<file path="config.mk">
export PLATFORM = sky130hd
export DESIGN_NAME = dpwc_host
export DESIGN_NICKNAME = d
export VERILOG_FILES = /design/src/common/dpwc_pkg.sv /design/src/hdl/dpwc_delay.sv /design/src/hdl/dpwc_host.sv
export SDC_FILE = /design/constraint.sdc
export NUM_CORES = 1
export LEC_CHECK = 0
export BUFFER_PORTS_ARGS = -buffer_cell sky130_fd_sc_hd__buf_2
export CORE_UTILIZATION = 52
export DETAILED_ROUTE_END_ITERATION = 10
export GPL_TIMING_DRIVEN = 1
export PLACE_DENSITY = 0.81
export REMOVE_ABC_BUFFERS = 1
export SYNTH_ARGS = -nofsm -noshare
export SYNTH_HDL_FRONTEND = slang
export SYNTH_HIERARCHICAL = 1
export SYNTH_SLANG_ARGS = --single-unit
</file>
<file path="constraint.sdc">
create_clock -name i_sys_clk -period 2.4 [get_ports i_sys_clk]
set_input_delay 0 -clock i_sys_clk [delete_from_list [all_inputs] [get_ports i_sys_clk]]
set_output_delay 0 -clock i_sys_clk [all_outputs]
set_load 0.01 [all_outputs]
</file>
<file path="src/common/dpwc_pkg.sv">
package dpwc_pkg;
  // pin and word widths, and the clock period
  localparam int ADDR_W = 13;
  localparam int DATA_W = 9;
  localparam int CLK_PERIOD_NS = 100;
  // write timing, ns as printed (slowest grade kept as defaults)
  localparam int T_ADDR_SETUP_NS = 0;
  localparam int T_WRITE_PULSE_NS = 25;
  localparam int T_OUT_HIGHZ_NS = 20;
  localparam int T_DATA_SETUP_NS = 15;
  localparam int T_WRITE_REC_NS = 2;
  localparam int T_DATA_HOLD_NS = 0;
  localparam int T_FLAG_WR_RD_NS = 5;
  localparam int T_READ_ACCESS_NS = 35;
  // least times round up, at least one cycle
  function automatic int cyc_up(input int ns);
    int c;
    c = (ns + CLK_PERIOD_NS - 1) / CLK_PERIOD_NS;
    return (c < 1) ? 1 : c;
  endfunction : cyc_up
  localparam int WP_CYC = cyc_up(T_WRITE_PULSE_NS);
  localparam int WPOE_CYC = cyc_up(T_OUT_HIGHZ_NS + T_DATA_SETUP_NS);
  localparam int AS_CYC = cyc_up(T_ADDR_SETUP_NS);
  localparam int WR_CYC = cyc_up(T_WRITE_REC_NS);
  localparam int DH_CYC = cyc_up(T_DATA_HOLD_NS);
  localparam int SWRD_CYC = cyc_up(T_FLAG_WR_RD_NS);
  localparam int RD_CYC = cyc_up(T_READ_ACCESS_NS);
  localparam int CNT_W = 4;
  localparam logic [CNT_W-1:0] CNT_RST = 4'h0;
  // request carried from the user side
  typedef struct packed {
    logic              flag;   // 1 = semaphore flag, 0 = array
    logic              rd_back; // read flag back after write
    logic              oe_low;  // keep output enable low until strobe falls
    logic [ADDR_W-1:0] addr;
    logic [DATA_W-1:0] data;
  } dpwc_req_t;
  // pin bundle toward the memory port
  typedef struct packed {
    logic              sel_n;
    logic              flag_select_n;
    logic              we_n;
    logic              oe_n;
    logic [ADDR_W-1:0] addr;
    logic [DATA_W-1:0] dout;
    logic              doe;
  } dpwc_pins_t;
  localparam dpwc_pins_t PINS_IDLE = '{sel_n: 1'b1, flag_select_n: 1'b1, we_n: 1'b1,
                                     oe_n: 1'b1, addr: 13'h0000, dout: 9'h000,
                                     doe: 1'b0};
endpackage : dpwc_pkg

</file>
<file path="src/hdl/dpwc_delay.sv">
`timescale 1ns/1ns
// loadable down counter; busy until the last loaded cycle
module dpwc_delay #(
  parameter int CW = 4
) (
  input  wire logic          i_sys_clk,
  input  wire logic          i_reset_n,
  input  wire logic          i_load,
  input  wire logic [CW-1:0] i_count,
  output logic               o_busy
);
  logic [CW-1:0] cnt_r;
  logic [CW-1:0] cnt_nxt;

  // load wins over counting so back-to-back phases chain cleanly
  always_comb begin
    cnt_nxt = cnt_r;
    if (i_load) begin
      cnt_nxt = i_count;
    end else if (cnt_r != '0) begin
      cnt_nxt = cnt_r - 1'b1;
    end
  end

  always_ff @(posedge i_sys_clk) begin
    if (!i_reset_n) begin
      cnt_r <= '0;
    end else begin
      cnt_r <= cnt_nxt;
    end
  end

  // load is not fed back: the host decides to load from busy, a loop otherwise
  assign o_busy = (cnt_r > CW'(1));
endmodule : dpwc_delay

</file>
<file path="src/hdl/dpwc_host.sv">
`timescale 1ns/1ns
// Contract
// RQ1 - array: select low, flag select high; flag: opposite; held whole write
// RQ2 - address changes only while select and write strobe are high
// RQ3 - device writes while select and strobe both low; ends first rising
// RQ4 - honour write recovery after strobe rises before next cycle
// RQ5 - do not drive data while port may still drive its pins
// RQ6 - select falling with or after strobe keeps device outputs off
// RQ7 - with output enable low, pulse is max of width or turnoff plus setup
// RQ8 - with output enable high, plain minimum pulse width is enough
// RQ9 - hold write data at least hold time after write end
// RQ10 - device hold shorter than its output re-enable delay
// RQ11 - port select stays high over flag write and following flag read
// RQ12 - flag read returns all nine data lines equal to flag state
// RQ13 - wait flag write-to-read time before reading flag back
// RQ14 - flag contention: winner assured only with 5 ns margin
// RQ15 - winner undetermined when contention window is missed
// RQ16 - device captures data at first rising select or strobe
module dpwc_host (
  input  wire logic                     i_sys_clk,
  input  wire logic                     i_reset_n,
  input  wire logic                     i_req_valid,
  input  wire dpwc_pkg::dpwc_req_t      i_req,
  output logic                          o_req_ready,
  output logic                          o_done,
  output logic                          o_flag_valid,
  output logic                          o_flag_value,
  output logic                          o_flag_mixed,
  input  wire logic [dpwc_pkg::DATA_W-1:0] i_mem_din,
  output dpwc_pkg::dpwc_pins_t          o_pins
);
  typedef enum logic [6:0] {
    ST_IDLE  = 7'b0000001,
    ST_SETUP = 7'b0000010,
    ST_PULSE = 7'b0000100,
    ST_HOLD  = 7'b0001000,
    ST_REC   = 7'b0010000,
    ST_GAP   = 7'b0100000,
    ST_READ  = 7'b1000000
  } dpwc_state_t;

  dpwc_state_t          state_r, state_nxt;
  dpwc_pkg::dpwc_req_t  req_r, req_nxt;
  dpwc_pkg::dpwc_pins_t pins_r, pins_nxt;
  logic                 ready_r, ready_nxt;
  logic                 done_r, done_nxt;
  logic                 fvalid_r, fvalid_nxt;
  logic                 fvalue_r, fvalue_nxt;
  logic                 fmixed_r, fmixed_nxt;
  logic                 ld;
  logic [dpwc_pkg::CNT_W-1:0] ld_cnt;
  logic                 wait_busy;

  // all phase timing comes from one shared counter
  dpwc_delay #(.CW(dpwc_pkg::CNT_W)) u_delay (
    .i_sys_clk (i_sys_clk),
    .i_reset_n (i_reset_n),
    .i_load    (ld),
    .i_count   (ld_cnt),
    .o_busy    (wait_busy)
  );

  // pulse length depends on whether outputs were allowed on
  function automatic logic [dpwc_pkg::CNT_W-1:0] pulse_len(input logic oe_low);
    int n;
    n = dpwc_pkg::WP_CYC;
    if (oe_low && dpwc_pkg::WPOE_CYC > n) begin
      n = dpwc_pkg::WPOE_CYC; // [RQ7]
    end
    return dpwc_pkg::CNT_W'(n); // [RQ8]
  endfunction : pulse_len

  // sequencing of one write and optional flag read-back
  always_comb begin
    state_nxt  = state_r;
    req_nxt    = req_r;
    pins_nxt   = pins_r;
    ready_nxt  = 1'b0;
    done_nxt   = 1'b0;
    fvalid_nxt = 1'b0;
    fvalue_nxt = fvalue_r;
    fmixed_nxt = fmixed_r;
    ld         = 1'b0;
    ld_cnt     = dpwc_pkg::CNT_RST;
    case (state_r)
      ST_IDLE: begin
        ready_nxt = 1'b1;
        if (i_req_valid && ready_r) begin
          ready_nxt = 1'b0;
          req_nxt   = i_req;
          // address moves while strobe and select are high
          pins_nxt.addr = i_req.addr; // [RQ2]
          pins_nxt.oe_n = ~i_req.oe_low;
          // select a cycle before strobe, so with output enable low the device may already drive
          pins_nxt.sel_n         = i_req.flag; // [RQ1]
          pins_nxt.flag_select_n = ~i_req.flag; // [RQ1]
          ld        = 1'b1;
          ld_cnt    = dpwc_pkg::CNT_W'(dpwc_pkg::AS_CYC);
          state_nxt = ST_SETUP;
        end
      end
      ST_SETUP: begin
        if (!wait_busy) begin
          // strobe falls first, data only after; outputs may still be on
          pins_nxt.we_n = 1'b0; // [RQ3]
          pins_nxt.oe_n = 1'b1;
          ld        = 1'b1;
          ld_cnt    = pulse_len(req_r.oe_low);
          state_nxt = ST_PULSE;
        end
      end
      ST_PULSE: begin
        // drive data one cycle into the pulse, after turnoff begins
        pins_nxt.dout = req_r.data;
        pins_nxt.doe  = 1'b1; // [RQ5]
        if (!wait_busy && pins_r.doe) begin
          // strobe rises only after data stood a full cycle; device takes data here
          pins_nxt.we_n = 1'b1; // [RQ16]
          // a flag write completes on this edge; cross-port margin is the system's
          pins_nxt.flag_select_n = pins_r.flag_select_n; // [RQ14]
          ld        = 1'b1;
          ld_cnt    = dpwc_pkg::CNT_W'(dpwc_pkg::DH_CYC);
          state_nxt = ST_HOLD;
        end
      end
      ST_HOLD: begin
        if (!wait_busy) begin
          pins_nxt.doe = 1'b0; // [RQ9]
          if (!(req_r.flag && req_r.rd_back)) begin
            pins_nxt.sel_n         = 1'b1;
            pins_nxt.flag_select_n = 1'b1;
          end else begin
            pins_nxt.flag_select_n = 1'b1; // [RQ11]
          end
          ld        = 1'b1;
          ld_cnt    = dpwc_pkg::CNT_W'(dpwc_pkg::WR_CYC);
          state_nxt = ST_REC;
        end
      end
      ST_REC: begin
        if (!wait_busy) begin // [RQ4]
          if (req_r.flag && req_r.rd_back) begin
            ld        = 1'b1;
            ld_cnt    = dpwc_pkg::CNT_W'(dpwc_pkg::SWRD_CYC);
            state_nxt = ST_GAP;
          end else begin
            done_nxt  = 1'b1;
            state_nxt = ST_IDLE;
          end
        end
      end
      ST_GAP: begin
        if (!wait_busy) begin // [RQ13]
          pins_nxt.flag_select_n = 1'b0;
          pins_nxt.oe_n          = 1'b0;
          ld        = 1'b1;
          ld_cnt    = dpwc_pkg::CNT_W'(dpwc_pkg::RD_CYC);
          state_nxt = ST_READ;
        end
      end
      ST_READ: begin
        if (!wait_busy) begin
          // all nine lines should agree; a mismatch is reported
          fvalue_nxt = i_mem_din[0]; // [RQ12]
          fmixed_nxt = !((&i_mem_din) || (~|i_mem_din)); // [RQ12]
          fvalid_nxt = 1'b1;
          pins_nxt   = dpwc_pkg::PINS_IDLE;
          pins_nxt.addr = pins_r.addr;
          done_nxt   = 1'b1;
          state_nxt  = ST_IDLE;
        end
      end
      default: begin
        pins_nxt  = dpwc_pkg::PINS_IDLE;
        state_nxt = ST_IDLE;
      end
    endcase
  end

  // state registers
  always_ff @(posedge i_sys_clk) begin
    if (!i_reset_n) begin
      state_r  <= ST_IDLE;
      req_r    <= '0;
      pins_r   <= dpwc_pkg::PINS_IDLE;
      ready_r  <= 1'b0;
      done_r   <= 1'b0;
      fvalid_r <= 1'b0;
      fvalue_r <= 1'b0;
      fmixed_r <= 1'b0;
    end else begin
      state_r  <= state_nxt;
      req_r    <= req_nxt;
      pins_r   <= pins_nxt;
      ready_r  <= ready_nxt;
      done_r   <= done_nxt;
      fvalid_r <= fvalid_nxt;
      fvalue_r <= fvalue_nxt;
      fmixed_r <= fmixed_nxt;
    end
  end

  assign o_req_ready  = ready_r;
  assign o_done       = done_r;
  assign o_flag_valid = fvalid_r;
  assign o_flag_value = fvalue_r;
  assign o_flag_mixed = fmixed_r;
  assign o_pins       = pins_r;
endmodule : dpwc_host

</file>
== Word-level counts from Yosys, hierarchy flattened ==
Index checks and enable logic that the tools add are counted.

* Reduce and logical (&&, ||, !) cells: 31
* Bitwise operators: 12
* Muxes and demuxes: 42
* Order comparisons: 1
* Add/sub/neg operators: 1
* Equality and inequality tests: 15

{| class="wikitable"
|+ Operator list
! cell !! number
|-
| 2-to-1 mux 7 bit || 7
|-
| case mux 7 bit (7 select lines) || 1
|-
| case mux 13 bit (3 select lines) || 1
|-
| 2-to-1 mux 27 bit || 1
|-
| case mux 9 bit (3 select lines) || 1
|-
| case mux 1 bit (4 select lines) || 5
|-
| 2-to-1 mux 1 bit || 16
|-
| != test 2 bit (second input constant) || 8
|-
| 2-to-1 mux 14 bit || 1
|-
| inverter 1 bit || 12
|-
| OR reduction 4 bit || 3
|-
| AND reduction 2 bit || 5
|-
| AND reduction 5 bit || 2
|-
| OR reduction 5 bit || 2
|-
| AND reduction 9 bit || 1
|-
| OR reduction 9 bit || 1
|-
| 2-to-1 mux 4 bit || 2
|-
| equality test 7 x 1 -> 1 bit (second input constant) || 1
|-
| equality test 7 x 2 -> 1 bit (second input constant) || 1
|-
| equality test 7 x 3 -> 1 bit (second input constant) || 1
|-
| equality test 7 x 4 -> 1 bit (second input constant) || 1
|-
| equality test 7 x 5 -> 1 bit (second input constant) || 1
|-
| equality test 7 x 6 -> 1 bit (second input constant) || 1
|-
| equality test 7 bit (second input constant) || 1
|-
| other kinds (18) || 26
|}

* Bits of input ports: 37
* Logic and storage cells: 119
* Output and inout bits: 32
* Bits in registers: 54

== Longest topological paths before layout ==
Gate-level depths: netlist of the first run.

* Depth in word-level cells: 6
* Depth in mapped cells: 9
* Gate-level depth less buffers: 8

== Modules after synthesis ==
The synthesis of the first run kept the hierarchy.

{| class="wikitable"
|+ By module, submodules not included
! module !! seq. area each (µm²) !! area an instance (µm²) !! cells an instance !! instances
|-
| dpwc_host || 1001.0 || 2277.2 || 272 || 1
|-
| dpwc_delay || 80.1 || 244.0 || 27 || 1
|}

== Least setup slack after synthesis of the first run ==
OpenSTA, ideal clock, no wires.

* Kind: register to register
* Start: register state_r[5]
* End: register u_delay.cnt_r[0]
* Arrival: 1963 ps
* Library setup time: 123 ps
* Data required time: 2277 ps
* Clock period less this slack: 2086 ps
* Path buffers: 2
* Cell stages (with the launch flop): 9
* Path slack: 314 ps
* Cell sequence: dfxtp_1 -> buf_2 -> or4b_4 -> nor2_4 -> nand3_1 -> buf_2 -> o21ai_0 -> nand2b_1 -> o21ai_0

* Word-level cells in the longest chain between the ends: 4
* Elaborated cells on any way between the ends: 11
* Those cells by class: 6 x eq/ne; 3 x mux; 2 x reduce/logical

{| class="wikitable"
|+ Ends and longest elaborated chain
! item !! line !! RTL
|-
| from (decl) || dpwc_host.sv:42 || <nowiki>dpwc_state_t state_r, state_nxt;</nowiki>
|-
| from (signal assigned) || dpwc_host.sv:192 || <nowiki>state_r <= state_nxt;</nowiki>
|-
| equality test 7 x 6 -> 1 bit, or another cell as far along || dpwc_host.sv:85 || <nowiki>case (state_r)</nowiki>
|-
| OR reduction 3 bit (no source line) || n/a ||
|-
| case mux 1 bit (4 select lines) (*) || dpwc_host.sv:85 ||
|-
| net ld || dpwc_host.sv:50 || <nowiki>logic ld;</nowiki>
|-
| 2-to-1 mux 4 bit or nonzero test 2 bit (tied branches) || n/a ||
|-
| to (signal assigned) || dpwc_delay.sv:29 || <nowiki>cnt_r <= cnt_nxt;</nowiki>
|-
| to (decl) || dpwc_delay.sv:12 || <nowiki>logic [CW-1:0] cnt_r;</nowiki>
|}

The timed path passes the listed nets; every way through them passes the cells marked *.
A chain may end at the register's enable or synchronous reset.

== Final worst setup path of the first run ==
* Start: register u_delay.cnt_r[0]
* End: register pins_r, in the netlist o_pins[26]

* Word-level cells in the longest chain between the ends: 3
* Elaborated cells on any way between the ends: 4
* Those cells by class: 1 x order compare; 2 x eq/ne; 1 x reduce/logical

{| class="wikitable"
|+ Ends and longest elaborated chain
! item !! line !! RTL
|-
| greater-than comparator 4 x 1 -> 1 bit (*) || dpwc_delay.sv:34 || <nowiki>assign o_busy = (cnt_r > CW'(1));</nowiki>
|-
| net wait_busy || dpwc_host.sv:52 || <nowiki>logic wait_busy;</nowiki>
|-
| != test 2 bit (no source line) || n/a ||
|-
| AND reduction 5 bit (no source line) (*) || n/a ||
|-
| to (signal assigned) || dpwc_host.sv:185 || <nowiki>pins_r <= dpwc_pkg::PINS_IDLE;</nowiki>
|-
| to (signal assigned) || dpwc_host.sv:194 || <nowiki>pins_r <= pins_nxt;</nowiki>
|-
| to (decl) || dpwc_host.sv:44 || <nowiki>dpwc_pkg::dpwc_pins_t pins_r, pins_nxt;</nowiki>
|}

Marks and branches as above.

==> impl_metrics.ini, run 1 <==
[yosys]
synth_edf_count = 0
synth_common_cells = 54 x dfxtp_1, 47 x nand2_1, 30 x a21oi_1
synth_top_area_share_pct = 42.9
synth.yosys.seq_area_share_pct = 42.9
yosys.area.top_type = dfxtp_1
synth-warning-count = 6
synth_area_per_cell_sq_um = 8.43
synth_most_common_cell = dfxtp_1
syn_inst = 299
synth_area_leaders = dfxtp_1 43%, nand2_1 7.0%, a21oi_1 6.0%, nand3_1 5.0%, a22o_1 3.1%
synth_cell_types = 57
ys_ff_latch = 54
synthArstFlopShare_pct = 0
synth_flop_cell = dfxtp_1
synthesis.area_sq_um = 2520

[clocking]
cts_root_buf = clkbuf_8
cts_tree = built
numCtsBuffers = 5
htreeDepth = 2
clockBufferDepth = 2
insertion_delay_ns = 0.32
path_clk_slew_ns = 0.10
cts_setup_buffers = 0
clkSinkCount = 54

[sta]
fmaxAchievable_mhz = 466
fin_crit_sh_pct = 89.4
setup_viol = 0
timing.final.ws_setup_ns = 0.253
drv_slew = 0
max-slew-margin-rel_pct = 64.7
holdWs_ns = 0.0304
hold_viol = 0
fin_crit_ns = 2.15
skew_ns = 0.0125
setup_tns_ns = 0
rsz0062_at_grt = no
worst_pin_slew_ns = 0.527

[detailed_routing]
dr.max_layer_used = met4
route.layer.met1.wl_mm = 2.90
dr_wl_met3_um = 493
drtIter0Drc = 134
route.detailed.drc = 0
drt_first_pass_iters = 4
via_count = 2499
dr_wl_met2_mm = 3.02
drtAntennaViolNets = 0
viasPerCell = 5.63
drt-total-wl_mm = 6.51
drt-wirelength-per-cell_um = 14.7

[global_route]
grt_pass1_vias = 2330
grt_remaining_overflow = 0
grt_max_degree = 20
grt_pass1_wl_mm = 10.7
antenna_found_initial = 0
grt_usage_pct = 26.6

[critical_path]
r2r_start = u_delay/cnt_r[0]
crit_fanout = 4
required_ns = 2.66
arrival_ns = 2.40
crit_chain = inv_1 -> ha_1 -> o21ai_1 -> nor4bb_2 -> o31a_1 -> a311o_1 -> nor3_1 -> mux2i_1
end_kind = flop
cp_top_family = compound AO/OA/AOI/OAI gates
timing.critical_path.from = u_delay/cnt_r[0]
slowest_delay_ns = 0.35
start_kind = flop
critical_path_buf_inv_count = 1
critical_path_class = reg -> reg
slowest_stage = a311o_1

[run]
maxCapViolCount = 0

[placed_design]
place_ws_ns = 0.196
gp_congestion = 0.910
dp_hpwl_mm = 4.23
port_buffers = 68

[floorplanning]
io_pins = 69
core_sq_um = 4500
num_rows = 24
die-area_sq_um = 5130
die_h_um = 71.6
dieWidth_um = 71.6
start_util_pct = 56.0

[power_and_ir_drop]
irDropWorstVdd_v = 0.000648
pwr_density_cell_nw_per_um2 = 946
p_leak_nw = 1.40
power_mw = 3.11

[finish]
n_antenna_cell = 0
layout-drive-gt1-share_pct = 25.3
area_growth_syn_to_layout_pct = 30.3
final_util_pct = 72.9
nets = 430
nFillCells = 355

[run_status]
status = finished clean

[min_path]
hold_path_class = in -> reg
min_from = i_reset_n
-- registers in the layout (all words and copies together) (netlist names) --
| register | cells |
|---|---|
| o_pins | 27 |
| o_req_ready | 1 |
| o_flag_value | 1 |
| u_delay/cnt_r | 4 |
| o_flag_mixed | 1 |
| o_done | 1 |
| o_flag_valid | 1 |
| state_r | 7 |
| req_r | 11 |
-- cell families after synthesis --
| family | share of synthesized area, % |
|---|---|
| adders and majority gates | 0.992 |
| other | 0.149 |
| muxes | 2.03 |
| buffers and inverters | 4.62 |
| DFF | 42.9 |
| AOI/OAI and AO/OA | 19.8 |
| and+or+nand+nor | 28.5 |
| xor gates and xnor gates | 1.04 |
-- report_power, final --
group	switching, mW	internal (mW)
sequential	0.132	1.06
combinational	0.728	0.581
clock	0.297	0.311
-- worst paths after layout --
check / end / slack, ns / cells after the start
worst max register to register: o_pins[26] / 0.25 / 8
worst min-delay path: o_pins[25] / 0.03 / 2
worst min register to register: o_pins[21] / 0.45 / 2
worst max-delay path: o_pins[26] / 0.25 / 8
-- per-layer routing --
metal / vias up / GRT usage (%)
li1: 1246 / -
met1: 1135 / 34.6
met2: 107 / 42.8
met3: 11 / 7.74
met4: 0 / 8.50
met5: - / 0
-- placed cells by master, fill, tap and decap left out, types with 8 or more instances in the layout --
master	Yosys	layout
buf_2	15	68
buf_4	0	9
nand3_1	25	25
dlygate4sd3_1	0	26
nand2_1	47	47
nor2_1	15	15
o21ai_0	9	8
a21oi_1	30	30
dfxtp_1	54	54
a22o_1	9	9
-- per-stage QoR --
step	instance area, sq um	std cells
after floorplan	2430	281
after global placement	2910	410
after detailed placement	2910	410
after CTS	3280	444
after global routing	3280	444
final	3280	444
-- area by class of cell --
| class | instances | area (sq um) | area share (%) |
|---|---|---|---|
| Tap cell | 52 | 65.1 | 1.98 |
| Timing Repair Buffer | 103 | 668 | 20.3 |
| Sequential cell | 54 | 1080 | 32.9 |
| Clock inverter | 2 | 37.5 | 1.14 |
| Clock buffer | 6 | 72.6 | 2.21 |
| Inverter | 6 | 22.5 | 0.686 |
| Multi-Input combinational cell | 221 | 1340 | 40.7 |
-- what timing repair did --
item	CTS	global route
endpoints found under the setup margin	0	9
resized for setup	0	2
hold buffers	26	0
endpoints found under the hold margin	27	0
No activity file was read; power rests on OpenSTA's default activity.
==> run 2, diff against run 1 <==
==> constraint.sdc (replaced) <==
create_clock -name i_sys_clk -period 2.4 [get_ports i_sys_clk]
set_input_delay 0.12 -clock i_sys_clk [delete_from_list [all_inputs] [get_ports i_sys_clk]]
set_output_delay 0.12 -clock i_sys_clk [all_outputs]
set_load 0.01 [all_outputs]
==> impl_metrics.ini, run 2 (synthesis results as in run 1) <==
[critical_path]
r2r_start = u_delay/cnt_r[0]
arrival_ns = 2.40
timing.critical_path.from = u_delay/cnt_r[0]
slowest_delay_ns = 0.35
end_kind = flop
worst_r2r_path_depth = 8
reg2reg_slack_ns = 0.25
start_kind = flop
critical_path_class = reg -> reg
crit_fanout = 4
reg2reg_to = o_pins[26]
crit_chain = inv_1 -> ha_1 -> o21ai_1 -> nor4bb_2 -> o31a_1 -> a311o_1 -> nor3_1 -> mux2i_1
cp-endpoint = o_pins[26]
required_ns = 2.65
slowest_stage = o31a_1

[sta]
skew_ns = 0.0115
setup_tns_ns = 0
worst_pin_slew_ns = 0.528
holdWs_ns = 0.0327
fmaxAchievable_mhz = 466
fin_crit_ns = 2.15
max-slew-margin-rel_pct = 64.6
fin_crit_sh_pct = 89.5
drv_slew = 0
hold_viol = 0
rsz0062_at_grt = no
timing.final.ws_setup_ns = 0.253
setup_viol = 0

[power_and_ir_drop]
p_leak_nw = 1.29
pwr_density_cell_nw_per_um2 = 1010
p_int_mw = 1.92
p_seq_share_pct = 38.8
swShare_pct = 37.1
irDropWorstVdd_v = 0.000605
p_sw_mw = 1.13
p_comb_share_pct = 41.4
pwr-share-clk_pct = 19.8

[global_route]
grt_max_degree = 20
grt_usage_pct = 24.2
antenna_found_initial = 0
grt_pass1_wl_mm = 9.75
grt_pass1_vias = 2157
grt_remaining_overflow = 0

[finish]
layout-drive-gt1-share_pct = 27.0
final_common_cell = buf_2
nets = 404
largest_reg_flops = 27
nFillCells = 384
area_growth_syn_to_layout_pct = 20.0
final_cell_mix = 68 x buf_2, 54 x dfxtp_1, 47 x nand2_1, 30 x a21oi_1, 25 x nand3_1
n_antenna_cell = 0

[clocking]
cts_tree = built
clockBufferDepth = 2
clkSinkCount = 54
path_clk_slew_ns = 0.10
cts_root_buf = clkbuf_8
numCtsBuffers = 5
cts_setup_buffers = 0
holdBufCountCts = 0
insertion_delay_ns = 0.31
htreeDepth = 2

[min_path]
min_from = i_req[4]
hold_path_class = in -> reg

[run_status]
status = finished clean

[run]
maxCapViolCount = 0

[floorplanning]
io_pins = 69
core_sq_um = 4500
die-area_sq_um = 5130
die_h_um = 71.6
start_util_pct = 56.0
dieWidth_um = 71.6
num_rows = 24

[detailed_routing]
viasPerCell = 5.69
drtIter0Drc = 140
via_count = 2378
route.detailed.drc = 0
drt_first_pass_iters = 4
drtAntennaViolNets = 0
drt-total-wl_mm = 5.95
drt-wirelength-per-cell_um = 14.2

[placed_design]
dp_hpwl_mm = 4.23
port_buffers = 68
place_ws_ns = 0.196
gp_congestion = 0.910
[run 2: cell types whose count changed in the layout (fill, tap and decap cells not counted)]
cell / previous run / this run
dlygate4sd3_1: 26 / 0
[run 2: what timing repair did]
item	4_1_cts	5_1_grt
setup endpoints to repair	0	9
endpoints found under the hold margin	0	0
resized for setup	0	2
[run 2: area by class of cell]
class | count | area [sq um] | share of cell area [%]
timing repair buffer | 77 | 408 | 13.5
inverter | 6 | 22.5 | 0.745
clock buffer | 6 | 72.6 | 2.40
clock inverter | 2 | 37.5 | 1.24
multi-input combinational | 221 | 1340 | 44.2
sequential | 54 | 1080 | 35.7
tap | 52 | 65.1 | 2.15
[run 2: worst min-delay path by stage]
stage | to | slack [ns] | cells after the start
2_1_floorplan | o_pins[23] | 0.19 | 1
3_3_place_gp | req_r[1] | 0.36 | 3
3_5_place_dp | req_r[4] | 0.37 | 3
4_1_cts | req_r[4] | 0.03 | 3
5_1_grt | req_r[3] | 0.03 | 3
6_report | req_r[4] | 0.03 | 3
[run 2: per-stage QoR]
stage	utilization (%)	instances	total power, mW	instance area (sq um)
5_1_grt	67.1	418	3.29	3020
6_report	67.1	418	3.06	3020
3_5_place_dp	64.6	410	2.45	2910
4_1_cts	67.0	418	3.06	3020
3_3_place_gp	64.6	410	2.43	2910
2_1_floorplan	-	281	2.03	2430
[run 2: power by group through the flow]
stage / registers, mW / clock network, mW / logic (mW)
floorplan: 1.23 / 0 / 0.795
detailed placement: 1.20 / 0 / 1.25
global placement: 1.20 / 0 / 1.23
finish: 1.19 / 0.606 / 1.26
global route: 1.21 / 0.656 / 1.42
CTS: 1.19 / 0.615 / 1.26
[run 2: critical path, delay by kind of cell (launching register included)]
kind	cells	cell delay, ns
mux	1	0.19
compound gates	3	0.83
buf+inv	1	0.09
fa+ha+maj	1	0.21
simple gates	2	0.43
flops	1	0.34
[run 2: metal layers]
metal	up-vias	global-route usage [%]	wire length (um)
li1	1194	-	-
met2	106	38.5	2730
met4	0	8.28	106
met1	1067	31.9	2690
met5	-	0	0
met3	11	6.47	434
